--- src/pkg/scmc_pkg.sv ---
// Constants and types for the system clock and mode controller
package scmc_pkg;
    localparam logic [7:0] OSC_MODE_CTRL_ADDR = 8'hca;
    localparam int         HALT_BIT           = 1;
    localparam int         SLOW_BIT           = 2;
    localparam int         MODE_LSB           = 3;
    localparam logic [7:0] OSC_MODE_RESET     = 8'h00;
    localparam logic [7:0] OSC_MODE_WMASK     = 8'h1e;
    localparam logic [1:0] MODE_NORMAL        = 2'h0;
    localparam logic [1:0] MODE_SLEEP         = 2'h1;
    localparam logic [1:0] MODE_GREEN         = 2'h2;
    localparam int         WARM_LONG_CYC      = 2048;
    localparam int         WARM_SHORT_CYC     = 32;
    localparam int         CFG_SLOW_CYC       = 2048;
    localparam int         SLOW_DIV           = 4;
    localparam int         FILTER_MIN_LOG     = 2;
    localparam int         DIV_MAX_LOG        = 7;
    typedef enum logic [2:0] {
        OPT_INTERNAL_ONLY, OPT_INTERNAL_RTC, OPT_EXT_RC,
        OPT_WATCH_CRYSTAL, OPT_FAST_CRYSTAL, OPT_MID_CRYSTAL
    } scmc_osc_opt_t;
    typedef enum logic [2:0] {
        ST_CONFIG, ST_WARM, ST_RUN, ST_SLEEP, ST_GREEN
    } scmc_state_t;
endpackage

--- src/hdl/scmc_clock_mode_ctrl.sv ---
// System clock source, instruction rate and operating mode controller
//
// Function
// - Normal mode instruction rate is high clock divided by 1 to 128 option.
// - Slow mode instruction rate is low oscillator divided by four.
// - Noise filter limits the divider to four through 128.
// - Internal-only option: internal fast RC, both oscillator pins are GPIO.
// - RTC option: internal fast RC clocks system, pins drive watch crystal.
// - External RC option uses input pin only, output pin stays GPIO.
// - Low oscillator stops only in sleep, or green with watch crystal, no dog.
// - Low oscillator clocks the watchdog and the slow mode system clock.
// - Bit 1 set stops the high oscillator; low oscillator keeps running.
// - Bit 2 selects high clock when clear, low clock when set.
// - Bits 4:3 encode normal, sleep, green; 11 reserved.
// - Halt bit stops the option's high oscillator or fast RC; crystal options keep crystal drive on.
// - RTC option: halt gates both fast RC and crystal drive, in green as well.
// - Any reset waits 2048 high clock cycles before running.
// - Sleep wake waits 2048 cycles for crystals, 32 for RC sources.
// - Power-on first spends 2048 low oscillator cycles configuring.
// - Wake from sleep clears the sleep request bit.
// - Slow mode leaves the high oscillator running until halt is set.
// - Green returns to its previous mode; sleep wakes into normal.
`timescale 1ns/10ps
`default_nettype none
module scmc_clock_mode_ctrl
    import scmc_pkg::*;
#(
    parameter scmc_osc_opt_t OSC_OPTION   = OPT_INTERNAL_ONLY,
    parameter int            DIV_LOG      = 2,
    parameter bit            NOISE_FILTER = 1'b0,
    parameter int            WARM_LONG    = WARM_LONG_CYC,
    parameter int            CFG_SLOW     = CFG_SLOW_CYC
) (
    input  wire logic       clk,
    input  wire logic       rst_n,
    input  wire logic [7:0] regAddr,
    input  wire logic [7:0] regWrData,
    input  wire logic       regWrStb,
    input  wire logic       regRdStb,
    output logic      [7:0] regRdData,
    input  wire logic       highTick,
    input  wire logic       slowTick,
    input  wire logic       wakeEvent,
    input  wire logic       watchdogEnable,
    output logic            highOscEnable,
    output logic            fastRcEnable,
    output logic            slowOscEnable,
    output logic            crystalDriveEnable,
    output logic            oscInPinIsGpio,
    output logic            oscOutPinIsGpio,
    output logic            cpuRun,
    output logic            cpuTick,
    output logic            watchdogTick,
    output logic            slowModeActive
);
    ////////////////////////////////////////////////////////////////////////
    // Option decode
    localparam bit IS_INTERNAL = (OSC_OPTION == OPT_INTERNAL_ONLY) ||
                                 (OSC_OPTION == OPT_INTERNAL_RTC);
    localparam bit IS_RTC      = (OSC_OPTION == OPT_INTERNAL_RTC);
    localparam bit IS_CRYSTAL  = (OSC_OPTION == OPT_WATCH_CRYSTAL) ||
                                 (OSC_OPTION == OPT_FAST_CRYSTAL) ||
                                 (OSC_OPTION == OPT_MID_CRYSTAL);
    // Divider clamped by filter option
    localparam int DIV_EFF = (NOISE_FILTER && DIV_LOG < FILTER_MIN_LOG) ? FILTER_MIN_LOG :
                             (DIV_LOG > DIV_MAX_LOG) ? DIV_MAX_LOG : DIV_LOG;

    ////////////////////////////////////////////////////////////////////////
    // Synchronisers for pin and foreign-domain inputs
    logic [1:0] hiSync_r, loSync_r, wkSync_r, wdSync_r;
    logic       hiPrev_r, loPrev_r;
    logic       hiPulse, loPulse;
    always_ff @(posedge clk or negedge rst_n) begin
        if (!rst_n) begin
            hiSync_r <= 2'h0;
            loSync_r <= 2'h0;
            wkSync_r <= 2'h0;
            wdSync_r <= 2'h0;
            hiPrev_r <= 1'b0;
            loPrev_r <= 1'b0;
        end else begin
            hiSync_r <= {hiSync_r[0], highTick};
            loSync_r <= {loSync_r[0], slowTick};
            wkSync_r <= {wkSync_r[0], wakeEvent};
            wdSync_r <= {wdSync_r[0], watchdogEnable};
            hiPrev_r <= hiSync_r[1];
            loPrev_r <= loSync_r[1];
        end
    end
    assign hiPulse = hiSync_r[1] & ~hiPrev_r;
    assign loPulse = loSync_r[1] & ~loPrev_r;

    ////////////////////////////////////////////////////////////////////////
    // Register and mode state
    scmc_state_t  state_r, state_nxt;
    logic         halt_r, halt_nxt;
    logic         slow_r, slow_nxt;
    logic [1:0]   mode_r, mode_nxt;
    logic [11:0]  cnt_r, cnt_nxt;
    logic [11:0]  warmLen_r, warmLen_nxt;
    logic [6:0]   div_r, div_nxt;
    logic [1:0]   sdiv_r, sdiv_nxt;
    logic         tick_r, tick_nxt;
    logic         wdt_r, wdt_nxt;
    logic [7:0]   rd_r, rd_nxt;
    logic         wrHit;
    logic [1:0]   modeReq;

    assign wrHit   = regWrStb && (regAddr == OSC_MODE_CTRL_ADDR);
    assign modeReq = regWrData[MODE_LSB +: 2];

    always_comb begin
        state_nxt   = state_r;
        halt_nxt    = halt_r;
        slow_nxt    = slow_r;
        mode_nxt    = mode_r;
        cnt_nxt     = cnt_r;
        warmLen_nxt = warmLen_r;
        div_nxt     = div_r;
        sdiv_nxt    = sdiv_r;
        tick_nxt    = 1'b0;
        wdt_nxt     = loPulse;
        rd_nxt      = 8'h00;
        if (regRdStb) begin
            if (regAddr == OSC_MODE_CTRL_ADDR) begin
                rd_nxt = {3'h0, mode_r, slow_r, halt_r, 1'b0} & OSC_MODE_WMASK;
            end else begin
                rd_nxt = 8'h00;
            end
        end
        if (wrHit && state_r == ST_RUN) begin
            halt_nxt = regWrData[HALT_BIT];
            slow_nxt = regWrData[SLOW_BIT];
            mode_nxt = (modeReq == MODE_SLEEP || modeReq == MODE_GREEN) ?
                       modeReq : MODE_NORMAL;
        end
        case (state_r)
            ST_CONFIG: begin
                if (loPulse) begin
                    cnt_nxt = cnt_r + 12'h001;
                    if (cnt_r == 12'(CFG_SLOW - 1)) begin
                        cnt_nxt   = 12'h000;
                        state_nxt = ST_WARM;
                    end
                end
            end
            ST_WARM: begin
                if (hiPulse) begin
                    cnt_nxt = cnt_r + 12'h001;
                    if (cnt_r == warmLen_r) begin
                        cnt_nxt   = 12'h000;
                        state_nxt = ST_RUN;
                    end
                end
            end
            ST_RUN: begin
                if (wrHit && modeReq == MODE_SLEEP) begin
                    state_nxt = ST_SLEEP;
                end else if (wrHit && modeReq == MODE_GREEN) begin
                    state_nxt = ST_GREEN;
                end
            end
            ST_SLEEP: begin
                if (wkSync_r[1]) begin
                    mode_nxt    = MODE_NORMAL;
                    slow_nxt    = 1'b0;
                    halt_nxt    = 1'b0;
                    warmLen_nxt = IS_CRYSTAL ? 12'(WARM_LONG - 1) :
                                  12'(WARM_SHORT_CYC - 1);
                    cnt_nxt     = 12'h000;
                    state_nxt   = ST_WARM;
                end
            end
            ST_GREEN: begin
                if (wkSync_r[1]) begin
                    mode_nxt  = MODE_NORMAL;
                    state_nxt = ST_RUN;
                end
            end
            default: state_nxt = ST_CONFIG;
        endcase
        // Instruction-rate dividers run only while executing
        if (state_r == ST_RUN) begin
            if (slow_r) begin
                if (loPulse) begin
                    sdiv_nxt = sdiv_r + 2'h1;
                    tick_nxt = (sdiv_r == 2'(SLOW_DIV - 1));
                end
            end else if (hiPulse && !halt_r) begin
                div_nxt  = (div_r == 7'((1 << DIV_EFF) - 1)) ? 7'h00 : div_r + 7'h01;
                tick_nxt = (div_r == 7'((1 << DIV_EFF) - 1));
            end
        end
    end

    always_ff @(posedge clk or negedge rst_n) begin
        if (!rst_n) begin
            state_r   <= ST_CONFIG;
            halt_r    <= OSC_MODE_RESET[HALT_BIT];
            slow_r    <= OSC_MODE_RESET[SLOW_BIT];
            mode_r    <= OSC_MODE_RESET[MODE_LSB +: 2];
            cnt_r     <= 12'h000;
            warmLen_r <= 12'(WARM_LONG - 1);
            div_r     <= 7'h00;
            sdiv_r    <= 2'h0;
            tick_r    <= 1'b0;
            wdt_r     <= 1'b0;
            rd_r      <= 8'h00;
        end else begin
            state_r   <= state_nxt;
            halt_r    <= halt_nxt;
            slow_r    <= slow_nxt;
            mode_r    <= mode_nxt;
            cnt_r     <= cnt_nxt;
            warmLen_r <= warmLen_nxt;
            div_r     <= div_nxt;
            sdiv_r    <= sdiv_nxt;
            tick_r    <= tick_nxt;
            wdt_r     <= wdt_nxt;
            rd_r      <= rd_nxt;
        end
    end

    ////////////////////////////////////////////////////////////////////////
    // Oscillator enables and pin modes
    logic sleeping, greenNow;
    assign sleeping  = (state_r == ST_SLEEP);
    assign greenNow  = (state_r == ST_GREEN);
    assign regRdData = rd_r;
    assign highOscEnable = !sleeping && !(halt_r && !(IS_RTC && greenNow)) &&
                           !IS_INTERNAL;
    assign fastRcEnable  = IS_INTERNAL && !sleeping && !halt_r;
    assign slowOscEnable = !sleeping && !(greenNow && OSC_OPTION == OPT_WATCH_CRYSTAL &&
                           !wdSync_r[1]);
    assign crystalDriveEnable = !sleeping && (IS_CRYSTAL || (IS_RTC && !halt_r));
    assign oscInPinIsGpio  = (OSC_OPTION == OPT_INTERNAL_ONLY);
    assign oscOutPinIsGpio = (OSC_OPTION == OPT_INTERNAL_ONLY) ||
                             (OSC_OPTION == OPT_EXT_RC);
    assign cpuRun         = (state_r == ST_RUN);
    assign cpuTick        = tick_r;
    assign watchdogTick   = wdt_r;
    assign slowModeActive = slow_r;

    ////////////////////////////////////////////////////////////////////////
    // Checks
    // Mode transitions and warm-up
    no_tick_idle_a: assert property (@(posedge clk) disable iff (!rst_n)
        (state_r != ST_RUN) |=> !tick_r) else $error("tick outside run");
    sleep_clears_a: assert property (@(posedge clk) disable iff (!rst_n)
        (sleeping && wkSync_r[1]) |=> (mode_r == MODE_NORMAL && !slow_r &&
        state_r == ST_WARM)) else $error("sleep wake wrong");
    green_return_a: assert property (@(posedge clk) disable iff (!rst_n)
        (greenNow && wkSync_r[1]) |=> (state_r == ST_RUN && $stable(slow_r)))
        else $error("green wake wrong");
    cfg_to_warm_a: assert property (@(posedge clk) disable iff (!rst_n)
        (state_r == ST_CONFIG && loPulse && cnt_r == 12'(CFG_SLOW - 1)) |=>
        (state_r == ST_WARM && cnt_r == 12'h000)) else $error("config end");
    warm_exit_a: assert property (@(posedge clk) disable iff (!rst_n)
        (state_r == ST_WARM && hiPulse && cnt_r == warmLen_r) |=>
        (cpuRun && cnt_r == 12'h000)) else $error("warm exit missed");
    warm_len_a: assert property (@(posedge clk) disable iff (!rst_n)
        (state_r == ST_WARM ##1 state_r == ST_RUN) |-> $past(cnt_r) == warmLen_r)
        else $error("warm count wrong");
    wake_len_a: assert property (@(posedge clk) disable iff (!rst_n)
        (sleeping && wkSync_r[1]) |=> (warmLen_r == (IS_CRYSTAL ?
        12'(WARM_LONG - 1) : 12'(WARM_SHORT_CYC - 1)))) else $error("wake length");
    write_hold_a: assert property (@(posedge clk) disable iff (!rst_n)
        (wrHit && (state_r == ST_CONFIG || state_r == ST_WARM)) |=>
        $stable({mode_r, slow_r, halt_r})) else $error("write before run");
    reserved_mode_a: assert property (@(posedge clk) disable iff (!rst_n)
        mode_r != 2'h3) else $error("reserved mode stored");
    // Rates and oscillators
    halt_stops_a: assert property (@(posedge clk) disable iff (!rst_n)
        (halt_r && !greenNow) |-> (!highOscEnable && !fastRcEnable)) else $error("halt");
    fast_rate_a: assert property (@(posedge clk) disable iff (!rst_n)
        (cpuRun && !slow_r && hiPulse && !halt_r && div_r == 7'((1 << DIV_EFF) - 1)) |=>
        tick_r) else $error("fast tick missing");
    slow_rate_a: assert property (@(posedge clk) disable iff (!rst_n)
        (cpuRun && slow_r && $past(slow_r) && tick_r) |->
        ##1 !(tick_r && slow_r) ##1 !(tick_r && slow_r) ##1 !(tick_r && slow_r))
        else $error("slow rate");
    wdog_tick_a: assert property (@(posedge clk) disable iff (!rst_n)
        loPulse |=> watchdogTick) else $error("watchdog tick missing");
    sleep_osc_a: assert property (@(posedge clk) disable iff (!rst_n)
        sleeping |-> !slowOscEnable) else $error("slow osc in sleep");
    run_osc_a: assert property (@(posedge clk) disable iff (!rst_n)
        (!sleeping && !greenNow) |-> slowOscEnable) else $error("slow osc stopped");

    // Scenario covers
    run_c: cover property (@(posedge clk) disable iff (!rst_n)
        state_r == ST_WARM ##1 state_r == ST_RUN);
    sleep_c: cover property (@(posedge clk) disable iff (!rst_n)
        sleeping ##1 state_r == ST_WARM);
    green_c: cover property (@(posedge clk) disable iff (!rst_n)
        greenNow ##1 state_r == ST_RUN);
    slow_c: cover property (@(posedge clk) disable iff (!rst_n)
        cpuRun && slow_r && tick_r);
    halt_c: cover property (@(posedge clk) disable iff (!rst_n)
        cpuRun && halt_r);
endmodule
`default_nettype wire

--- config.mk ---
export PLATFORM = sky130hd
export DESIGN_NAME = scmc_clock_mode_ctrl
export DESIGN_NICKNAME = d
export VERILOG_FILES = /design/src/pkg/scmc_pkg.sv /design/src/hdl/scmc_clock_mode_ctrl.sv
export SDC_FILE = /design/constraint.sdc
export NUM_CORES = 1
export LEC_CHECK = 0
export CAP_MARGIN = 20
export CORE_UTILIZATION = 60
export CTS_CLUSTER_DIAMETER = 50
export DETAILED_ROUTE_END_ITERATION = 12
export DONT_BUFFER_PORTS = 1
export GPL_TIMING_DRIVEN = 0
export PLACE_DENSITY = 0.76
export SETUP_SLACK_MARGIN = 0.02
export SYNTH_ARGS = -nofsm -noshare
export SYNTH_HDL_FRONTEND = slang
export SYNTH_SLANG_ARGS = --single-unit
--- constraint.sdc ---
create_clock -name clk -period 3.5 [get_ports clk]
set_clock_uncertainty 0.2 [all_clocks]
set_input_delay 0.35 -clock clk [delete_from_list [all_inputs] [get_ports clk]]
set_output_delay 0.35 -clock clk [all_outputs]
set_load 0.02 [all_outputs]
==> flow_metrics.py <==
metrics = {
    "pwr": {
        "seqPwrFrac_pct": 53.1,
        "clockPowerShare_pct": 29.3,
        "power.total_mw": 1.07,
        "swShare_pct": 30.8,
        "vdd_drop_max_mv": 0.355,
        "p_sw_mw": 0.329,
        "powerDensity_nw_per_um2": 430,
        "internal_power_mw": 0.740,
        "combPwrFrac_pct": 17.5,
        "power.leakage_nw": 1.14,
    },
    "routing": {
        "num_vias": 1837,
        "wl_per_cell_um": 16.1,
        "ant_nets": 0,
        "first_pass_iters": 4,
        "wl_mm": 4.77,
        "drtIter0Drc": 139,
        "drc": 0,
        "viasPerCell": 6.21,
    },
    "sta": {
        "rsz0062_at_grt": "no",
        "hold_violations": 0,
        "fin_tns_setup_ns": 0,
        "min_period_ns": 2.44,
        "fmax_mhz": 411,
        "finalSetupViolations": 0,
        "period_share_pct": 69.6,
        "worst_pin_slew_ns": 0.678,
        "maxSlewViolCount": 0,
        "slew_headroom_pct": 54.4,
    },
    "setup_path": {
        "setup.worst_path.start_class": "flip-flop",
        "rrSetupSlack_ns": 1.06,
        "cp.arrival_ns": 2.44,
        "worstSetupStartpoint": "cnt_r[0]",
        "cp.required_ns": 3.51,
        "critPathMaxStageDelay_ns": 0.57,
        "critPathTopFamily": "compound AO/OA/AOI/OAI gates",
        "path_cells": "ha_1 > and2_1 > clkbuf_1 > a41oi_1 > o21ai_1 > o31ai_1",
        "r2r_end": "cnt_r[11]",
        "cp_max_fo": 7,
        "r2r-start": "cnt_r[0]",
        "slowest_stage": "a41oi_1",
        "cp-end-kind": "flip-flop",
        "path_depth": 6,
        "setup.worst_path.end": "cnt_r[11]",
        "worstRegToRegCells": 6,
        "setup.worst_path.class": "flip-flop to flip-flop",
        "path_buf_inv": 1,
    },
    "cells_and_area": {
        "num_antenna_cells": 0,
        "post-route-util_pct": 71.7,
        "layout_common_cells": "42 x dfrtp_1, 24 x nand2_1, 12 x nor2_1, 11 x nand3_1, 11 x o21ai_1",
        "design_area_um2": 2490,
        "area_growth_syn_to_layout_pct": 10.6,
        "layout-drive-gt1-share_pct": 12.8,
        "nets": 276,
        "final_common_cell": "dfrtp_1",
    },
    "yosys": {
        "synth.avg_cell_area_um2": 9.78,
        "synth_seq_cells": 43,
        "synth_area_um2": 2250,
        "synthTopCellsByArea": "dfrtp_1 47%, nand2_1 4.0%, buf_4 3.0%",
        "synth_top_family_by_area": "simple AND/OR/NAND/NOR gates",
        "synth_xor_area_share_pct": 0.390,
        "synth_compound_area_share_pct": 15.9,
        "synth-seq-area-share_pct": 47.9,
        "synthMuxAreaShare_pct": 2.73,
        "netlist_instances": 230,
        "synthSimpleGateAreaFrac_pct": 25.7,
        "synth.distinct_cells": 53,
        "synth_edf_count": 0,
        "synth_top_area_cell": "dfrtp_1",
        "synth_top_area_share_pct": 46.7,
        "yosys.area_share.adder_pct": 1.67,
        "ys_warn_count": 0,
        "synth-async-reset-ratio_pct": 100,
        "synth_flop_cell": "dfrtp_1",
    },
    "floorplan": {
        "die_y_um": 63.2,
        "boundaryPins": 42,
        "core_um2": 3470,
        "num_rows": 21,
        "die_w_um": 63.2,
        "dieArea_um2": 4000,
        "start_util_pct": 64.8,
    },
    "clock_tree": {
        "ctsHoldBuffers": 6,
        "cts_buffers": 5,
        "ctsLongestPathBuffers": 2,
        "cts_tree": "built",
        "clk_latency_ns": 0.30,
        "clkSinkCount": 43,
        "h-tree-depth": 2,
        "ctsResizeCount": 0,
        "root_buffer": "clkbuf_8",
        "clk_pin_slew_worst_paths_ns": 0.08,
        "postCtsSetupBuffers": 0,
    },
    "placed_design": {
        "port_buffers": 0,
        "dp_hpwl_mm": 3.40,
        "post_dp_cell_area_um2": 2330,
        "gp_congestion": 0.877,
    },
    "job": {
        "max_cap_viol_count": 0,
    },
    "global_routing": {
        "grt_start_max_net_pins": 44,
        "antenna_found_initial": 0,
        "overflow": 0,
        "grt_pass1_wl_mm": 8.19,
        "groute.usage.overall_pct": 26.7,
        "grt_pass1_vias": 1785,
    },
    "run_status": {
        "outcome": "complete, no violations",
    },
    "worst_hold_path": {
        "hold_class": "input pin to flip-flop",
    },
}
## layout make-up
class / instances / area [µm²]
Sequential cell: 43 / 1080
Clock buffer: 5 / 68.8
Fill cell: 269 / 981
Tap cell: 46 / 57.6
Inverter: 8 / 30.0
Timing Repair Buffer: 6 / 70.1
Multi-Input combinational cell: 170 / 1070
Buffer: 15 / 91.3
Clock inverter: 3 / 20.0
## worst min path at each step
stage | to | from | slack [ns] | depth (start not counted)
2_1_floorplan | cnt_r[0] | rst_n | -0.15 | 0
3_3_place_gp | cnt_r[6] | rst_n | -0.14 | 0
3_5_place_dp | regRdData[1] | rst_n | -0.14 | 0
4_1_cts | regRdData[3] | regRdStb | 0.002 | 1
5_1_grt | regRdData[1] | regRdStb | 0.001 | 1
6_report | regRdData[3] | regRdStb | 0.003 | 1
## cells by family after synthesis
kind of cell | count (synthesis)
AOI/OAI and AO/OA | 51
DFF | 43
buffers and inverters | 23
muxes | 6
other | 2
adders and majority gates | 3
xor gates and xnor gates | 1
and+or+nand+nor | 101
## Yosys cell counts (2+ instances only)
master / instances
o21ai_1: 11
a21oi_1: 6
nor4_1: 2
a22o_1: 2
nand2_1: 24
ha_1: 3
nand4_1: 4
nor3_1: 7
or4b_1: 2
a31oi_1: 5
o31ai_1: 3
nand3_1: 11
inv_1: 8
o221ai_1: 4
buf_4: 9
nor3_2: 2
nor2_1: 12
nand2b_1: 6
conb_1: 2
and4_1: 2
clkbuf_1: 5
dfrtp_1: 42
nor2b_1: 5
o21ai_0: 5
mux2i_1: 5
o211ai_1: 2
nor4_2: 2
and2_1: 3
o22ai_1: 3
and3_1: 10
## layer usage
layer  vias up  global-route usage, %  wire length [µm]
li1        867                      -                 -
met1       883                   35.0              2110
met2        77                   43.3              2250
met3        10                   5.07               347
met4         0                   10.8                68
met5         -                      0                 0
## power groups by stage
stage,sequential [mW],combinational [mW],clock (mW)
6_report,0.568,0.187,0.314
5_1_grt,0.575,0.209,0.336
4_1_cts,0.568,0.187,0.318
3_5_place_dp,0.578,0.169,0
3_3_place_gp,0.575,0.163,0
2_1_floorplan,0.566,0.137,0
## worst reg2reg max path: cells and delay by family (launching register included)
family	cells	cell delay [ns]
AO/OA/AOI/OAI	3	1.14
adder cells (fa/ha/maj)	1	0.25
buffers and inverters	1	0.18
flip-flops	1	0.41
AND/OR/NAND/NOR	1	0.16
## stage by stage
| step | hold slack (ns) | instances | setup WS (ns) |
|---|---|---|---|
| floorplan | -0.146 | 236 | 1.48 |
| global placement | -0.145 | 282 | 1.13 |
| detailed placement | -0.145 | 282 | 1.12 |
| CTS | 0.00224 | 296 | 1.08 |
| global route | 0.00141 | 296 | 0.869 |
| finish | 0.00303 | 296 | 1.06 |
## sequential cells by signal, indices dropped and copies added (netlist names), 2 cells and up
signal     cells
hiSync_r       2
state_r        3
wkSync_r       2
regRdData      4
sdiv_r         2
loSync_r       2
mode_r         2
div_r          7
cnt_r         12
Note: power is estimated with default switching activity, not from simulation.
